===== config.mk =====
export PLATFORM = sky130hd
export DESIGN_NAME = tcm_timer_top
export DESIGN_NICKNAME = d
export VERILOG_FILES = /design/src/rtl/tcm_pkg.sv /design/src/rtl/tcm_phase_if.sv /design/src/rtl/tcm_phase_gen.sv /design/src/rtl/tcm_pin_sampler.sv /design/src/rtl/tcm_timer_top.sv
export SDC_FILE = /design/constraint.sdc
export NUM_CORES = 1
export LEC_CHECK = 0
export BUFFER_PORTS_ARGS = -buffer_cell sky130_fd_sc_hd__buf_2
export CAP_MARGIN = 20
export CORE_MARGIN = 1
export CORE_UTILIZATION = 41
export DETAILED_ROUTE_END_ITERATION = 12
export GPL_TIMING_DRIVEN = 0
export SLEW_MARGIN = 10
export SYNTH_ARGS = -nofsm -noshare
export SYNTH_HDL_FRONTEND = slang
export SYNTH_SLANG_ARGS = --single-unit
export TNS_END_PERCENT = 20

===== constraint.sdc =====
create_clock -name ref_clk -period 3.9 [get_ports ref_clk]
set_input_delay 0.585 -clock ref_clk [delete_from_list [all_inputs] [get_ports ref_clk]]
set_output_delay 0.585 -clock ref_clk [all_outputs]
set_load 0.05 [all_outputs]

===== src/rtl/tcm_pkg.sv =====
// shared constants for the dual timer/counter block
// assumes a single core clock; addresses are special-function-register addresses
package tcm_pkg;

  // -----------------------------------------------------------------
  // register addresses
  // -----------------------------------------------------------------
  localparam logic [7:0] ADDR_CONTROL = 8'h88;
  localparam logic [7:0] ADDR_MODE = 8'h89;
  localparam logic [7:0] ADDR_LOW0 = 8'h8a;
  localparam logic [7:0] ADDR_LOW1 = 8'h8b;
  localparam logic [7:0] ADDR_HIGH0 = 8'h8c;
  localparam logic [7:0] ADDR_HIGH1 = 8'h8d;

  // -----------------------------------------------------------------
  // reset values
  // -----------------------------------------------------------------
  localparam logic [7:0] CONTROL_RESET = 8'h00;
  localparam logic [7:0] MODE_RESET = 8'h00;
  localparam logic [7:0] COUNT_RESET = 8'h00;

  // -----------------------------------------------------------------
  // timer_mode_select fields
  // -----------------------------------------------------------------
  localparam int GATE1_BIT = 7;
  localparam int CSEL1_BIT = 6;
  localparam int MODE1_LSB = 4;
  localparam int GATE0_BIT = 3;
  localparam int CSEL0_BIT = 2;
  localparam int MODE0_LSB = 0;

  // -----------------------------------------------------------------
  // timer_control fields
  // -----------------------------------------------------------------
  localparam int FLAG1_BIT = 7;
  localparam int RUN1_BIT = 6;
  localparam int FLAG0_BIT = 5;
  localparam int RUN0_BIT = 4;

  // -----------------------------------------------------------------
  // machine cycle timing in core clock periods, and the prescaler top count
  // -----------------------------------------------------------------
  localparam logic [3:0] CYCLE_CLKS = 4'hc;
  localparam logic [3:0] SAMPLE_PHASE = 4'h9;
  localparam logic [3:0] UPDATE_PHASE = 4'h4;
  localparam logic [4:0] PRESCALE_TOP = 5'h1f;

  // -----------------------------------------------------------------
  // operating modes
  // -----------------------------------------------------------------
  typedef enum logic [1:0] {
    MODE_13 = 2'b00,
    MODE_16 = 2'b01,
    MODE_RELOAD = 2'b10,
    MODE_SPLIT = 2'b11
  } tcm_mode_type;

endpackage : tcm_pkg


===== src/rtl/tcm_phase_if.sv =====
// strobes and pin events passed between the timer modules
// assumes all parties run on the same core clock
`timescale 1ns/100ps
`default_nettype none
interface tcm_phase_if;
  logic sample_stb;
  logic update_stb;
  logic [1:0] cnt_tick;
  logic [1:0] gate_lvl;

  modport phase (output sample_stb, output update_stb);
  modport pins (input sample_stb, input update_stb, output cnt_tick, output gate_lvl);
  modport core (input update_stb, input cnt_tick, input gate_lvl);
endinterface : tcm_phase_if
`default_nettype wire


===== src/rtl/tcm_phase_gen.sv =====
// machine cycle phase counter, twelve core clocks per cycle
// assumes ref_clk is the core clock and rst_n an async low reset
`timescale 1ns/100ps
`default_nettype none
module tcm_phase_gen
  import tcm_pkg::*;
(
  // clock and reset
  input wire logic ref_clk,
  input wire logic rst_n,
  // phase strobes
  tcm_phase_if.phase ph
);

  logic [3:0] phase;
  logic [3:0] next_phase;

  // wrap after the last core clock of a machine cycle
  always_comb begin
    next_phase = (phase == CYCLE_CLKS - 4'h1) ? 4'h0 : phase + 4'h1;
  end

  always_ff @(posedge ref_clk or negedge rst_n) begin
    if (!rst_n) begin
      phase <= 4'h0;
    end else begin
      phase <= next_phase;
    end
  end

  // one-clock strobes at fixed phases
  assign ph.sample_stb = (phase == SAMPLE_PHASE);
  assign ph.update_stb = (phase == UPDATE_PHASE);
endmodule : tcm_phase_gen
`default_nettype wire


===== src/rtl/tcm_pin_sampler.sv =====
// synchronises count and gate pins, detects falling count edges
// assumes pins are asynchronous to ref_clk
`timescale 1ns/100ps
`default_nettype none
module tcm_pin_sampler (
  // clock and reset
  input wire logic ref_clk,
  input wire logic rst_n,
  // pins: count zero, count one, gate zero, gate one
  input wire logic [3:0] pins_raw,
  // strobes and events
  tcm_phase_if.pins ph
);

  logic [3:0] sync_a;
  logic [3:0] sync_b;
  logic [1:0] smp;
  logic [1:0] pend;
  logic [1:0] next_smp;
  logic [1:0] next_pend;

  // sample once per cycle, flag high-then-low until the next update
  always_comb begin
    next_smp = ph.sample_stb ? sync_b[1:0] : smp;
    next_pend = ph.update_stb ? 2'b00 : pend;
    if (ph.sample_stb) begin
      next_pend = pend | (smp & ~sync_b[1:0]);
    end
  end

  // two-stage synchroniser, then sample and pending state
  always_ff @(posedge ref_clk or negedge rst_n) begin
    if (!rst_n) begin
      sync_a <= 4'h0;
      sync_b <= 4'h0;
      smp <= 2'b00;
      pend <= 2'b00;
    end else begin
      sync_a <= pins_raw;
      sync_b <= sync_a;
      smp <= next_smp;
      pend <= next_pend;
    end
  end

  assign ph.cnt_tick = pend & {2{ph.update_stb}};
  assign ph.gate_lvl = sync_b[3:2];
endmodule : tcm_pin_sampler
`default_nettype wire


===== src/rtl/tcm_timer_top.sv =====
// two timer/counters with mode and control registers on the sfr port
// assumes synchronous sfr strobes on ref_clk and asynchronous pins
//
// Function
// timer function counts once per twelve clocks
// each timer has high and low bytes
// count pin sampled once per machine cycle
// count on high sample then low sample
// new count appears at update phase next
// source holds each level one machine cycle
// gate bit requires gate pin high
// select bit chooses pin edges or cycles
// mode fields at bits 5:4 and 1:0
// mode 00 high byte with 5-bit prescaler
// mode 01 cascades bytes to sixteen bits
// mode 10 reloads low from high
// mode 11 stops timer one
// mode 11 splits timer zero bytes
// mode register resets zero, byte access
// control register resets zero, bit access
// flags set on overflow, cleared on vector
// run bits turn timers on and off
// 13-bit count uses low five bits
// all state on core clock and reset
`timescale 1ns/100ps
`default_nettype none
module tcm_timer_top
  import tcm_pkg::*;
(
  // clock and reset
  input wire logic ref_clk,
  input wire logic rst_n,
  // external pins
  input wire logic count_input_zero,
  input wire logic count_input_one,
  input wire logic gate_pin_zero,
  input wire logic gate_pin_one,
  // sfr port
  input wire logic [7:0] sfr_addr,
  input wire logic sfr_wr,
  input wire logic [7:0] sfr_wdata,
  input wire logic sfr_bit_wr,
  input wire logic [2:0] sfr_bit_idx,
  input wire logic sfr_bit_val,
  input wire logic sfr_rd,
  output logic [7:0] sfr_rdata,
  // interrupt vector acknowledges
  input wire logic vec_ack_zero,
  input wire logic vec_ack_one,
  // flag outputs
  output logic overflow_flag_zero,
  output logic overflow_flag_one
);

  // -----------------------------------------------------------------
  // shared strobes
  // -----------------------------------------------------------------
  tcm_phase_if ph ();

  tcm_phase_gen u_phase (
    .ref_clk(ref_clk),
    .rst_n(rst_n),
    .ph(ph.phase)
  );

  tcm_pin_sampler u_pins (
    .ref_clk(ref_clk),
    .rst_n(rst_n),
    .pins_raw({gate_pin_one, gate_pin_zero, count_input_one, count_input_zero}),
    .ph(ph.pins)
  );

  // -----------------------------------------------------------------
  // one count step: {overflow, high byte, low byte}
  // -----------------------------------------------------------------
  function automatic logic [16:0] tcm_step(
    input tcm_mode_type m,
    input logic [7:0] hi,
    input logic [7:0] lo,
    input logic inc
  );
    logic [8:0] s;
    logic [16:0] w;
    s = {1'b0, lo} + 9'h001;
    w = {1'b0, hi, lo} + 17'h0_0001;
    tcm_step = {1'b0, hi, lo};
    if (inc) begin
      unique case (m)
        MODE_13: begin
          if (lo[4:0] == PRESCALE_TOP) begin
            s = {1'b0, hi} + 9'h001;
            tcm_step = {s[8], s[7:0], lo[7:5], 5'h00};
          end else begin
            tcm_step = {1'b0, hi, lo[7:5], lo[4:0] + 5'h01};
          end
        end
        MODE_16: tcm_step = w;
        MODE_RELOAD: tcm_step = {s[8], hi, s[8] ? hi : s[7:0]};
        MODE_SPLIT: tcm_step = {s[8], hi, s[7:0]};
      endcase
    end
  endfunction : tcm_step

  // -----------------------------------------------------------------
  // registers
  // -----------------------------------------------------------------
  logic [7:0] mode_sel;
  logic [7:0] ctl;
  logic [7:0] low0;
  logic [7:0] high0;
  logic [7:0] low1;
  logic [7:0] high1;
  logic [7:0] next_mode_sel;
  logic [7:0] next_ctl;
  logic [7:0] next_low0;
  logic [7:0] next_high0;
  logic [7:0] next_low1;
  logic [7:0] next_high1;
  logic [7:0] next_rdata;

  // -----------------------------------------------------------------
  // count enables
  // -----------------------------------------------------------------
  tcm_mode_type mode0;
  tcm_mode_type mode1;
  logic en0;
  logic en1;
  logic inc0;
  logic inc1;
  logic inc_h0;
  logic split0;

  assign mode0 = tcm_mode_type'(mode_sel[MODE0_LSB +: 2]);
  assign mode1 = tcm_mode_type'(mode_sel[MODE1_LSB +: 2]);
  assign split0 = (mode0 == MODE_SPLIT);

  // run bit, optionally qualified by the gate pin
  assign en0 = ctl[RUN0_BIT] & (~mode_sel[GATE0_BIT] | ph.gate_lvl[0]);
  assign en1 = ctl[RUN1_BIT] & (~mode_sel[GATE1_BIT] | ph.gate_lvl[1]);

  // counter select: pin edge tick or every machine cycle
  assign inc0 = ph.update_stb & en0 & (mode_sel[CSEL0_BIT] ? ph.cnt_tick[0] : 1'b1);
  assign inc1 = ph.update_stb & en1 & (mode_sel[CSEL1_BIT] ? ph.cnt_tick[1] : 1'b1)
    & (mode1 != MODE_SPLIT);

  // split high byte counts cycles under run_one, no gate
  assign inc_h0 = ph.update_stb & split0 & ctl[RUN1_BIT];

  // -----------------------------------------------------------------
  // next-state computation
  // -----------------------------------------------------------------
  logic [16:0] step0;
  logic [16:0] step1;
  logic [8:0] hi_sum;
  logic set_f0;
  logic set_f1;
  logic wr_low0;
  logic wr_high0;
  logic wr_low1;
  logic wr_high1;

  assign wr_low0 = sfr_wr && (sfr_addr == ADDR_LOW0);
  assign wr_high0 = sfr_wr && (sfr_addr == ADDR_HIGH0);
  assign wr_low1 = sfr_wr && (sfr_addr == ADDR_LOW1);
  assign wr_high1 = sfr_wr && (sfr_addr == ADDR_HIGH1);

  // counting, software writes, flag updates
  always_comb begin
    step0 = tcm_step(mode0, high0, low0, inc0);
    step1 = tcm_step(mode1, high1, low1, inc1);
    hi_sum = {1'b0, high0} + 9'h001;
    next_low0 = wr_low0 ? sfr_wdata : step0[7:0];
    next_high0 = step0[15:8];
    if (inc_h0) begin
      next_high0 = hi_sum[7:0];
    end
    if (wr_high0) begin
      next_high0 = sfr_wdata;
    end
    next_low1 = wr_low1 ? sfr_wdata : step1[7:0];
    next_high1 = wr_high1 ? sfr_wdata : step1[15:8];
    // split mode: high byte of timer zero owns flag one
    set_f0 = step0[16];
    set_f1 = split0 ? (inc_h0 & hi_sum[8]) : step1[16];
    next_mode_sel = (sfr_wr && sfr_addr == ADDR_MODE) ? sfr_wdata : mode_sel;
    next_ctl = ctl;
    if (sfr_wr && sfr_addr == ADDR_CONTROL) begin
      next_ctl = sfr_wdata;
    end
    if (sfr_bit_wr && sfr_addr == ADDR_CONTROL) begin
      next_ctl[sfr_bit_idx] = sfr_bit_val;
    end
    if (vec_ack_zero) begin
      next_ctl[FLAG0_BIT] = 1'b0;
    end
    if (vec_ack_one) begin
      next_ctl[FLAG1_BIT] = 1'b0;
    end
    // hardware set wins over any clear in the same cycle
    if (set_f0) begin
      next_ctl[FLAG0_BIT] = 1'b1;
    end
    if (set_f1) begin
      next_ctl[FLAG1_BIT] = 1'b1;
    end
  end

  // read data mux, unmapped addresses read zero
  always_comb begin
    next_rdata = sfr_rdata;
    if (sfr_rd) begin
      unique case (sfr_addr)
        ADDR_CONTROL: next_rdata = ctl;
        ADDR_MODE: next_rdata = mode_sel;
        ADDR_LOW0: next_rdata = low0;
        ADDR_LOW1: next_rdata = low1;
        ADDR_HIGH0: next_rdata = high0;
        ADDR_HIGH1: next_rdata = high1;
        default: next_rdata = 8'h00;
      endcase
    end
  end

  // -----------------------------------------------------------------
  // state registers
  // -----------------------------------------------------------------
  always_ff @(posedge ref_clk or negedge rst_n) begin
    if (!rst_n) begin
      mode_sel <= MODE_RESET;
      ctl <= CONTROL_RESET;
      low0 <= COUNT_RESET;
      high0 <= COUNT_RESET;
      low1 <= COUNT_RESET;
      high1 <= COUNT_RESET;
      sfr_rdata <= 8'h00;
    end else begin
      mode_sel <= next_mode_sel;
      ctl <= next_ctl;
      low0 <= next_low0;
      high0 <= next_high0;
      low1 <= next_low1;
      high1 <= next_high1;
      sfr_rdata <= next_rdata;
    end
  end

  assign overflow_flag_zero = ctl[FLAG0_BIT];
  assign overflow_flag_one = ctl[FLAG1_BIT];

  // -----------------------------------------------------------------
  // checks
  // -----------------------------------------------------------------
  logic no_wr0;
  logic no_wr1;
  logic no_ctl;

  assign no_wr0 = !wr_low0 && !wr_high0;
  assign no_wr1 = !wr_low1 && !wr_high1;
  assign no_ctl = !(sfr_addr == ADDR_CONTROL && (sfr_wr || sfr_bit_wr));
endmodule : tcm_timer_top
`default_nettype wire


Word level (Yosys, flattened, before mapping)
Cells that the tools add are included.
W data, S select, Z words.
- register bits: 72
- output and inout bits: 10
- add/sub/neg operators: 9
- magnitude comparators: 2
- equality and inequality tests: 26
- multiplexer cells: 29
- bitwise gates (word level): 18
- reduce and logical (&&, ||, !) cells: 19
- operators by type and width (kind ; number):
    $pmux W17 S4 ; 2
    $mux W8 ; 9
    $mux W17 ; 4
    $eq A8 B8 Y1 const B ; 6
    $pmux W8 S6 ; 1
    $add A8 B1 Y9 const B ; 4
    $add A16 B1 Y17 const B ; 2
    $add A5 B1 Y5 const B ; 2
    $and A1 B1 Y1 ; 10
    $eq A5 B5 Y1 const B ; 2
    $ne A2 B2 Y1 const B ; 5
    $bwmux W8 ; 1
    $eq A2 B2 Y1 const B ; 4
    $eq A4 B4 Y1 const B ; 2
    $logic_and A1 B1 Y1 ; 8
    $mux W1 ; 8
    $reduce_and A4 Y1 ; 2
    $reduce_bool A2 Y1 ; 4
    $ne A3 B3 Y1 const B ; 2
    $add A4 B1 Y4 const B ; 1
    $and A2 B2 Y2 ; 2
    $eq A2 B1 Y1 const B ; 2
    $eq A4 B3 Y1 const B ; 1
    $logic_not A2 Y1 ; 2
    other kinds (13) ; 17

Logic depth before layout (Yosys ltp)
Gate-level depths: netlist (run 1).
- depth after elaboration: 9
- gate-level depth with buffers: 10
- gate-level depth less buffers: 9

Modules after synthesis
Synthesis (run 1) repeated with hierarchy kept, for this count alone.
- cells, all modules: 532
- area total of the unflattened synthesis: 4890.9 µm²
- modules (own cells, without submodules) (module ; times used ; cells each ; area each (µm²)):
    tcm_timer_top ; 1 ; 487 ; 4296.6
    tcm_pin_sampler ; 1 ; 25 ; 392.9
    tcm_phase_gen ; 1 ; 20 ; 201.4

Worst setup path before layout (run 1)
No wires, ideal clock.
- kind: register -> register
- start: reg low1[0]
- end: reg high1[6]
- library setup time: 0.125 ns
- arrival: 2.219 ns
- data required time: 3.775 ns
- setup slack: 1.556 ns
- stages on the path, launching flop included: 10
- clock period less this slack: 2.344 ns
- cells stage by stage: dfrtp_1 ha_1 and3_1 ha_1 o21bai_1 or4_1 buf_2 a21o_1 o22a_1 mux2_2
- word-level cells in the longest chain between the ends: 4
- elaborated cells between the ends (all ways): 7
- those cells by class: 1 x add/sub; 2 x eq/ne; 3 x mux; 1 x reduce/logical
- RTL lines (element ; line ; RTL):
    from (decl) ; tcm_timer_top.sv:111 ; logic [7:0] low1;
    from (signal assigned) ; tcm_timer_top.sv:241 ; low1 <= next_low1;
    $add A16 B1 Y17 ; tcm_timer_top.sv:85 ; w = {1'b0, hi, lo} + 17'h0_0001;
    $pmux W17 S4 ; tcm_timer_top.sv:88 ; unique case (m)
    $mux W17 ; tcm_timer_top.sv:87 ; if (inc) begin
    $mux W8 ; tcm_timer_top.sv:181 ; next_high1 = wr_high1 ? sfr_wdata : step1[15:8];
    to (signal assigned) ; tcm_timer_top.sv:242 ; high1 <= next_high1;
    to (decl) ; tcm_timer_top.sv:112 ; logic [7:0] high1;
Parallel ways exist; a longest one is shown, timed or not. The select of a mux whose other input is x is not followed.
A chain may end at the register's enable or synchronous reset.

Final worst setup path (run 1)
- start: reg low0[0]
- end: reg high0[6]
- word-level cells in the longest chain between the ends: 5
- elaborated cells between the ends (all ways): 8
- those cells by class: 1 x add/sub; 2 x eq/ne; 4 x mux; 1 x reduce/logical
- RTL lines (element ; line ; RTL):
    from (decl) ; tcm_timer_top.sv:109 ; logic [7:0] low0;
    from (signal assigned) ; tcm_timer_top.sv:239 ; low0 <= next_low0;
    $add A16 B1 Y17 ; tcm_timer_top.sv:85 ;
    $pmux W17 S4 ; tcm_timer_top.sv:88 ;
    $mux W17 ; tcm_timer_top.sv:87 ;
    $mux W8 ; tcm_timer_top.sv:174 ; if (inc_h0) begin
    $mux W8 ; tcm_timer_top.sv:177 ; if (wr_high0) begin
    to (signal assigned) ; tcm_timer_top.sv:240 ; high0 <= next_high0;
    to (decl) ; tcm_timer_top.sv:110 ; logic [7:0] high0;
Parallel ways exist; a longest one is shown, timed or not. The select of a mux whose other input is x is not followed.

==> results of run 1 <==
[cells by family (layout without fill, tap and decap cells)]
group	count (synthesis)	count (layout)	share of synthesized area, %
AND/OR/NAND/NOR	207	207	23.41
adder cells (fa/ha/maj)	10	10	2.660
flip-flops	72	72	38.31
multiplexers	39	39	11.07
AO/OA/AOI/OAI	137	137	18.70
buffers and inverters	37	91	3.060
XOR/XNOR	15	15	2.793
[per-layer routing]
metal  routed length (um)  up-vias  global-route usage, %
met3                  998       42                  3.467
met5                    0        -                      0
met1                 6607     2090                  37.16
li1                     -     2035                      -
met4                  623        0                  15.54
met2                 6509      198                  38.90
[critical path, delay by kind of cell, from the launching register on]
kind	cells	cell delay [ns]
AOI/OAI and AO/OA	5	1.35
adders and majority gates	2	0.56
DFF	1	0.50
and+or+nand+nor	2	0.36
[worst max-delay path by stage]
stage / to / cells past startpoint
detailed placement: high0[5] / 9
floorplan: high1[6] / 9
finish: high0[6] / 9
global route: high0[6] / 9
CTS: high0[5] / 9
global placement: high0[5] / 9
[synth_stat cells (8+ instances only)]
cell and n:
mux2_2 19, inv_1 10, clkbuf_1 21, nand4_1 9, ha_1 10, nor3_1 16
a22oi_1 8, o21ai_0 32, nor2_1 58, nand2_1 45, nand3_1 20, a21oi_1 36
dfrtp_1 72, mux4_2 8, and3_1 8, xnor2_1 13, a31oi_1 9
[stage by stage]
step / util [%] / total power (W) / instance area, um2 / hold WS [ns] / setup WS (ns)
floorplan: - / 0.001022 / 4703 / 0.2894 / 1.556
global placement: 45.91 / 0.001131 / 5064 / 0.3332 / 1.146
detailed placement: 46.18 / 0.001142 / 5094 / 0.3362 / 1.117
CTS: 48.59 / 0.001906 / 5360 / 0.1444 / 1.128
global route: 48.59 / 0.001969 / 5360 / 0.1561 / 0.8699
finish: 48.59 / 0.001892 / 5360 / 0.1416 / 1.072
[flip-flops by register name, summed over array words and instances (netlist names)]
signal / cells
u_pins.sync_b: 4
u_phase.phase: 4
u_pins.smp: 2
mode_sel: 8
high0: 8
sfr_rdata: 8
u_pins.pend: 2
high1: 8
low0: 8
ctl: 8
u_pins.sync_a: 4
low1: 8
[area by class of cell]
class                      count  area, um2
timing repair buffer          38      215.2
buffer                        27      106.4
clock inverter                 5      33.78
tap                          140      175.2
multi-input combinational    408       2758
inverter                      10      37.54
clock buffer                  11      232.7
sequential                    72       1802
fill                        1086       5670
[power by group]
part           total, W  switching [W]  leakage (nW)  internal (W)
clock network  0.000759       0.000330         0.126      0.000429
registers      0.000857      0.0000655         0.854      0.000792
logic          0.000276       0.000167          1.16      0.000109
total           0.00189       0.000562          2.14       0.00133
==> metrics.md, run 1 <==
| Metric | Value |
|---|---|
| Die ar. | `11900 um2` |
| CP Launch Type | `register` |
| IO Port Bufs | `37` |
| Maximum VDD drop | `182.4 uV` |
| Yosys top cell area share | `38.31%` |
| Synth Warn # | `0` |
| Yosys top cell by area | `dfrtp_1` |
| Synth unique cells | `70` |
| CTS buffer count | `9` |
| Num Clock Sinks | `72` |
| Sequential fraction of the synthesis area | `38.31%` |
| Critical path peak fanout | `10` |
| Largest net degree at the start of global routing | `52` |
| Die width | `109.1 um` |
| Initial Util | `42.64%` |
| # setup viols final | `0` |
| RSZ-0062 raised after global routing | `false` |
| Pleak | `2.143 nW` |
| Total track usage | `26.50%` |
| # Max-Cap Violations | `0` |
| DRC viols | `0` |
| Worst-margin pin slew | `0.7459 ns` |
| Clock-pin slew on the worst setup and hold paths | `0.05 ns` |
| Cell Area, Synth | `4703 um2` |
| First-pass GRT wire length | `22870 um` |
| Syn nets | `558` |
| Setup bufs post-CTS | `0` |
| Clock Skew | `0.007166 ns` |
| H-tree Lvls | `3` |
| Final wirelength | `14740 um` |
| Layout net count | `607` |
| Most common cell after layout, fill and taps aside | `dfrtp_1` |
| Avg Inst Size Synth | `9.097 um2` |
| R2r endpoint | `high0[6]` |
| Ratio of cells with drive above 1 in the final layout | `16.11%` |
| Power density cells | `353.0 nW/um2` |
| FP Rows | `38` |
| Post-cts sizing count | `0` |
| Async SR Flop Fraction | `100.0%` |
| Vias in the first global route | `4073` |
| Via count | `4365` |
| Grt ovf | `0` |
| FF-to-FF path depth | `9` |
| Mapped Cells | `517` |
| HP Class | `in -> async` |
| WL/cell | `20.73 um` |
| Critical path class | `reg -> reg` |
| DP HPWL | `10990 um` |
| CP Capture Type | `register` |
| Max-slew violations | `0` |
| Worst skew pair latency | `0.35 ns` |
| IO Pins | `41` |
| Placed instance count | `695` |
| DR pass1 iterations | `5` |
| Synthesized flop and latch total | `72` |
| Most used DFF post-synth | `dfrtp_1` |
| Worst r2r src | `low0[0]` |
| Longest Clk Path Bufs | `2` |
| Critical path origin | `low0[0]` |
| Final hold vios | `0` |
| Worst Path Arrival | `3.11 ns` |
| Most frequent CP cell | `ha_1` |
| ANT nets after route | `0` |
| Initial antenna violation count | `0` |
| Largest cells by area after synthesis | `dfrtp_1, nor2_1, mux2_2, a21oi_1, mux4_2` |
| Delay of the slowest cell on the worst path | `0.57 ns` |
| Root buffer cell | `clkbuf_16` |
| Fin crit share | `72.51%` |
| Outcome | `finished, final reports clean` |
| R2R Setup Slk | `1.07 ns` |
| Slowest CP cell | `o21ai_1` |
| Starting DRT DRC Count | `457` |
| CP required | `4.19 ns` |
| Quantity of hold-fixing buffers added after cts | `0` |
| Most frequent cells in the layout | `dfrtp_1, nor2_1, nand2_1` |
| N_diodes | `0` |
| Final worst path period need | `2.828 ns` |
| TritonCTS clock tree | `done` |
| Fin cells | `711` |
| Area growth from synthesis to layout | `13.97%` |
| Setup TNS | `0 ns` |
| Core area | `11030 um2` |
| Post-synth EDFFs | `0` |
| Final GP Congestion | `0.9035` |
| Die Ht | `109.1 um` |
| DR vias/cell | `6.139` |
| Crit-path cells | `ha_1 > and3_1 > ha_1 > nor2b_1 > o2111a_1 > o21ai_1 > o21ai_0 > o211ai_1 > o21a_1` |
| Max Fclk | `0.3536 GHz` |
| Rel. slew slack | `50.09%` |
Power figures use the tool's default switching activity.
==> inputs of run 2 (changes only) <==
==> constraint.sdc (replaced) <==
create_clock -name ref_clk -period 2.5 [get_ports ref_clk]
set_input_delay 0.375 -clock ref_clk [delete_from_list [all_inputs] [get_ports ref_clk]]
set_output_delay 0.375 -clock ref_clk [all_outputs]
set_load 0.05 [all_outputs]
==> metrics.md, run 2 (synthesized netlist as in run 1, its figures left out) <==
| Metric | Value |
|---|---|
| Slowest CP cell | `or4_1` |
| Worst Path Arrival | `2.68 ns` |
| Rel. slew slack | `50.51%` |
| Clock Skew | `0.007666 ns` |
| Core area | `11030 um2` |
| Critical path peak fanout | `10` |
| Area growth from synthesis to layout | `16.20%` |
| Final wirelength | `14950 um` |
| CP Launch Type | `register` |
| Ratio of cells with drive above 1 in the final layout | `18.67%` |
| # setup viols final | `0` |
| Most common cell after layout, fill and taps aside | `dfrtp_1` |
| Initial antenna violation count | `0` |
| Die ar. | `11900 um2` |
| # Max-Cap Violations | `0` |
| IO Pins | `41` |
| DP HPWL | `10990 um` |
| Crit-path cells | `inv_1 > ha_1 > nand4b_1 > or4_1 > buf_2 > a21o_1 > o22a_1 > mux2_2` |
| Via count | `4438` |
| Maximum VDD drop | `284.5 uV` |
| Outcome | `finished, final reports clean` |
| Vias in the first global route | `4068` |
| Die width | `109.1 um` |
| Critical path buffers and inverters | `2` |
| Delay of the slowest cell on the worst path | `0.57 ns` |
| Total track usage | `26.58%` |
| Stages on worst setup path | `8` |
| ANT nets after route | `0` |
| Placed instance count | `695` |
| Pleak | `2.163 nW` |
| Filler cell count in the final layout | `1076` |
| HP Class | `in -> reg` |
| Layout net count | `609` |
| Final hold vios | `0` |
| CP Capture Type | `register` |
| DRC viols | `0` |
| Critical path's top delay family | `simple AND/OR/NAND/NOR gates` |
| DR vias/cell | `6.224` |
| Initial Util | `42.64%` |
| First-pass GRT wire length | `22940 um` |
| Grt ovf | `0` |
| CTS buffer count | `9` |
| FF/Latch Area | `1807 um2` |
| DR pass1 iterations | `5` |
| Most frequent cells in the layout | `dfrtp_1, nor2_1, nand2_1` |
| Worst-margin pin slew | `0.7397 ns` |
| TritonCTS clock tree | `done` |
| CP required | `2.74 ns` |
| Area of the multi-input gates | `2840 um2` |
| FF-to-FF path depth | `8` |
| Num Clock Sinks | `72` |
| Final Util | `49.55%` |
| Max-slew violations | `0` |
| Max Fclk | `0.4089 GHz` |
| Largest net degree at the start of global routing | `52` |
| Final worst path period need | `2.446 ns` |
| Root buffer cell | `clkbuf_16` |
| FP Rows | `38` |
| Worst skew pair latency | `0.35 ns` |
| Clock-pin slew on the worst setup and hold paths | `0.06 ns` |
| Hold Path Stages | `1` |
| Final GP Congestion | `0.9035` |
| WL/cell | `20.97 um` |
| Fin cells | `713` |
| IO Port Bufs | `37` |
| Power density cells | `543.6 nW/um2` |
| Die Ht | `109.1 um` |
| Starting DRT DRC Count | `456` |
| Critical path class | `reg -> reg` |
| Longest Clk Path Bufs | `2` |
| RSZ-0062 raised after global routing | `true` |
| Setup TNS | `0 ns` |
| N_diodes | `0` |
| Fin crit share | `97.82%` |
| H-tree Lvls | `3` |
==> run 2: changes by cell type in the layout (fill, tap and decap cells not counted), sizes merged <==
cell	change
buf	+1
dlygate4sd3	+1
==> run 2: through the flow <==
step	worst slack, ns	hold WS [ns]	power, W	cell area, um2
after floorplan	0.1563	0.07941	0.001594	4703
after global placement	-0.2540	0.3332	0.001764	5064
after detailed placement	-0.2835	0.3046	0.001782	5094
after CTS	0.02869	0.1174	0.002987	5415
after global routing	-0.05676	0.1273	0.003091	5465
final	0.05442	0.1285	0.002971	5465
==> run 2: area by class of cell <==
cell class | instances | share of cell area [%]
well taps | 140 | 3.205
inverters | 10 | 0.6868
flip-flops and latches | 72 | 33.06
multi-input cells | 408 | 51.97
plain buffers | 27 | 1.946
clock inverters | 5 | 0.6181
repair buffers | 40 | 4.258
clock buffers | 11 | 4.258
==> run 2: what timing repair did <==
item,in CTS,in global routing
setup endpoints to repair,15,14
gates resized for setup,10,9
setup buffers,1,0
hold buffers,1,0
endpoints found under the hold margin,21,0
==> run 2: worst paths after layout <==
check,slack [ns],start,end
hold reg to reg,0.35,u_pins.sync_a[1],u_pins.sync_b[1]
setup reg to reg,0.05,u_phase.phase[0],high1[6]
min in group asynchronous,0.49,rst_n,high0[0]
max in group asynchronous,1.45,rst_n,ctl[6]
setup / recovery,0.05,u_phase.phase[0],high1[6]
hold / removal,0.13,count_input_zero,u_pins.sync_a[0]
==> run 2: power breakdown <==
| group | total [W] | switching [W] | internal (W) |
|---|---|---|---|
| logic | 0.000448 | 0.000269 | 0.000180 |
| registers | 0.00134 | 0.000103 | 0.00124 |
| clock network | 0.00118 | 0.000513 | 0.000670 |
==> run 2: per-layer routing <==
metal / GRT usage (%) / routed length [um]
met1: 37.23 / 6745
met2: 39.53 / 6774
met3: 3.407 / 930
met4: 14.67 / 501
met5: 0 / 0
==> inputs of run 3 (changes only) <==
--- a/config.mk
+++ b/config.mk
@@ -11,7 +11,7 @@
 export CORE_UTILIZATION = 41
 export DETAILED_ROUTE_END_ITERATION = 12
 export GPL_TIMING_DRIVEN = 0
-export SLEW_MARGIN = 10
+export SLEW_MARGIN = 20
 export SYNTH_ARGS = -nofsm -noshare
 export SYNTH_HDL_FRONTEND = slang
 export SYNTH_SLANG_ARGS = --single-unit
==> constraint.sdc (replaced) <==
create_clock -name ref_clk -period 2.5 [get_ports ref_clk]
set_input_delay 0.25 -clock ref_clk [delete_from_list [all_inputs] [get_ports ref_clk]]
set_output_delay 0.25 -clock ref_clk [all_outputs]
set_load 0.05 [all_outputs]
==> metrics.md, run 3 (synthesized netlist as in run 1, its figures left out) <==
| Metric | Value |
|---|---|
| Outcome | `finished, final reports clean` |
| Ratio of cells with drive above 1 in the final layout | `18.58%` |
| Grt ovf | `0` |
| DRC viols | `0` |
| DR vias/cell | `6.142` |
| Crit-path cells | `inv_1 > ha_1 > nand4b_1 > or4_1 > buf_2 > a21o_1 > o22a_1 > mux2_2` |
| FP Rows | `38` |
| Longest Clk Path Bufs | `2` |
| Total track usage | `26.61%` |
| Power density cells | `541.5 nW/um2` |
| Final GP Congestion | `0.9035` |
| Rel. slew slack | `49.36%` |
| Max Fclk | `0.4095 GHz` |
| Layout net count | `612` |
| Critical path class | `reg -> reg` |
| Largest net degree at the start of global routing | `52` |
| Area after DPL | `5094 um2` |
| IO Port Bufs | `37` |
| WHS Endpoint | `u_pins.sync_a[2]` |
| Delay of the slowest cell on the worst path | `0.57 ns` |
| Die Ht | `109.1 um` |
| Final Util | `49.82%` |
| Most common cell after layout, fill and taps aside | `dfrtp_1` |
| Core area | `11030 um2` |
| CTS buffer count | `9` |
| CP Launch Type | `register` |
| Via count | `4398` |
| Initial antenna violation count | `0` |
| Initial Util | `42.64%` |
| Die ar. | `11900 um2` |
| N_diodes | `0` |
| Filler cell count in the final layout | `1074` |
| Area growth from synthesis to layout | `16.84%` |
| Maximum VDD drop | `287.5 uV` |
| Worst Slack Setup Final | `0.05820 ns` |
| R2r endpoint | `high1[6]` |
| Final instance area | `5495 um2` |
| Final worst path period need | `2.442 ns` |
| Critical path buffers and inverters | `2` |
| Clock Skew | `0.007482 ns` |
| Pre-CTS setup slack | `-0.2835 ns` |
| Min-delay src | `gate_pin_zero` |
| Most frequent cells in the layout | `dfrtp_1, nor2_1, nand2_1` |
| FF-to-FF path depth | `8` |
| Reg power frac | `45.0%` |
| Root buffer cell | `clkbuf_16` |
| DR pass1 iterations | `5` |
| Clock-pin slew on the worst setup and hold paths | `0.06 ns` |
| IO Pins | `41` |
| Worst r2r src | `u_phase.phase[0]` |
| Critical path's top delay family | `simple AND/OR/NAND/NOR gates` |
| Worst skew pair latency | `0.35 ns` |
| RSZ-0062 raised after global routing | `true` |
| DP HPWL | `10990 um` |
| ANT nets after route | `0` |
| HP Class | `in -> reg` |
| Final hold vios | `0` |
| Num Clock Sinks | `72` |
| H-tree Lvls | `3` |
| Die width | `109.1 um` |
| Clk pwr share | `39.8%` |
| Pleak | `2.176 nW` |
| Top sig layer | `met4` |
| Fin crit share | `97.67%` |
| Vias in the first global route | `4076` |
| CP Capture Type | `register` |
| Final wirelength | `14970 um` |
| Power Internal | `0.002089 W` |
| Worst-margin pin slew | `0.7568 ns` |
| Starting DRT DRC Count | `481` |
| DRT met1 WL | `6739 um` |
| TritonCTS clock tree | `done` |
| Worst Path Arrival | `2.68 ns` |
| # Max-Cap Violations | `0` |
| Slowest CP cell | `or4_1` |
| # setup viols final | `0` |
| WL/cell | `20.91 um` |
| CP required | `2.74 ns` |
| Met2 wire len | `6782 um` |
| Max-slew violations | `0` |
| R2R Setup Slk | `0.06 ns` |
| Switching Power | `0.0008866 W` |
| Sw frac | `29.79%` |
| Hold Path Stages | `1` |
| Critical path peak fanout | `10` |
| Metal3 WL | `940 um` |
| Combinational share of power | `15.2%` |
| First-pass GRT wire length | `22970 um` |
==> run 3: power by group through the flow <==
stage	Combinational [W]	Sequential (W)	Clock [W]
after CTS	0.000447	0.00133	0.00121
final	0.000452	0.00134	0.00118
after floorplan	0.000247	0.00135	0
after detailed placement	0.000429	0.00135	0
after global placement	0.000412	0.00135	0
after global routing	0.000494	0.00135	0.00125
==> run 3: worst max path at each step <==
| stage | startpoint | endpoint | slack [ns] | cells past startpoint |
|---|---|---|---|---|
| floorplan | low1[0] | high1[6] | 0.16 | 9 |
| global route | u_phase.phase[0] | high1[7] | -0.06 | 8 |
| finish | u_phase.phase[0] | high1[6] | 0.06 | 8 |
| global placement | low0[0] | high0[5] | -0.25 | 9 |
| CTS | low0[1] | high0[6] | 0.03 | 9 |
| detailed placement | low0[0] | high0[5] | -0.28 | 9 |
==> run 3: worst reg2reg max path: stages (launching register included) <==
cell	delay (ns)
dfrtp_1	0.42
inv_1	0.08
ha_1	0.19
nand4b_1	0.25
or4_1	0.57
buf_2	0.20
a21o_1	0.17
o22a_1	0.19
mux2_2	0.25
==> run 3: stage by stage <==
step	hold WS [ns]	TNS, ns	cells	total power (W)
global placement	0.3332	-1.815	694	0.001764
global route	0.009846	-0.1731	716	0.003095
detailed placement	0.1796	-2.115	695	0.001782
finish	0.01100	0	716	0.002976
floorplan	-0.04559	0	517	0.001594
CTS	0.003159	0	716	0.002991
==> run 3: metal layers <==
metal,global-route usage [%],vias to the layer above
met3,3.407,34
met4,14.67,0
met1,37.23,2127
li1,-,2042
met5,0,-
met2,39.62,195
==> run 3: repair_timing <==
item / CTS / global route
gates resized for setup: 10 / 9
endpoints found under the setup margin: 15 / 14
buffers inserted: 1 / 0
hold endpoints to repair: 24 / 0
hold buffers: 4 / 0
==> run 3: area by class of cell <==
| type | count | area, um2 | area share, % |
|---|---|---|---|
| multi-input combinational | 408 | 2840 | 51.68 |
| clock buffer | 11 | 232.7 | 4.235 |
| timing repair buffer | 43 | 262.8 | 4.781 |
| buffer | 27 | 106.4 | 1.935 |
| sequential | 72 | 1807 | 32.88 |
| clock inverter | 5 | 33.78 | 0.6148 |
| inverter | 10 | 37.54 | 0.6831 |
| tap | 140 | 175.2 | 3.188 |
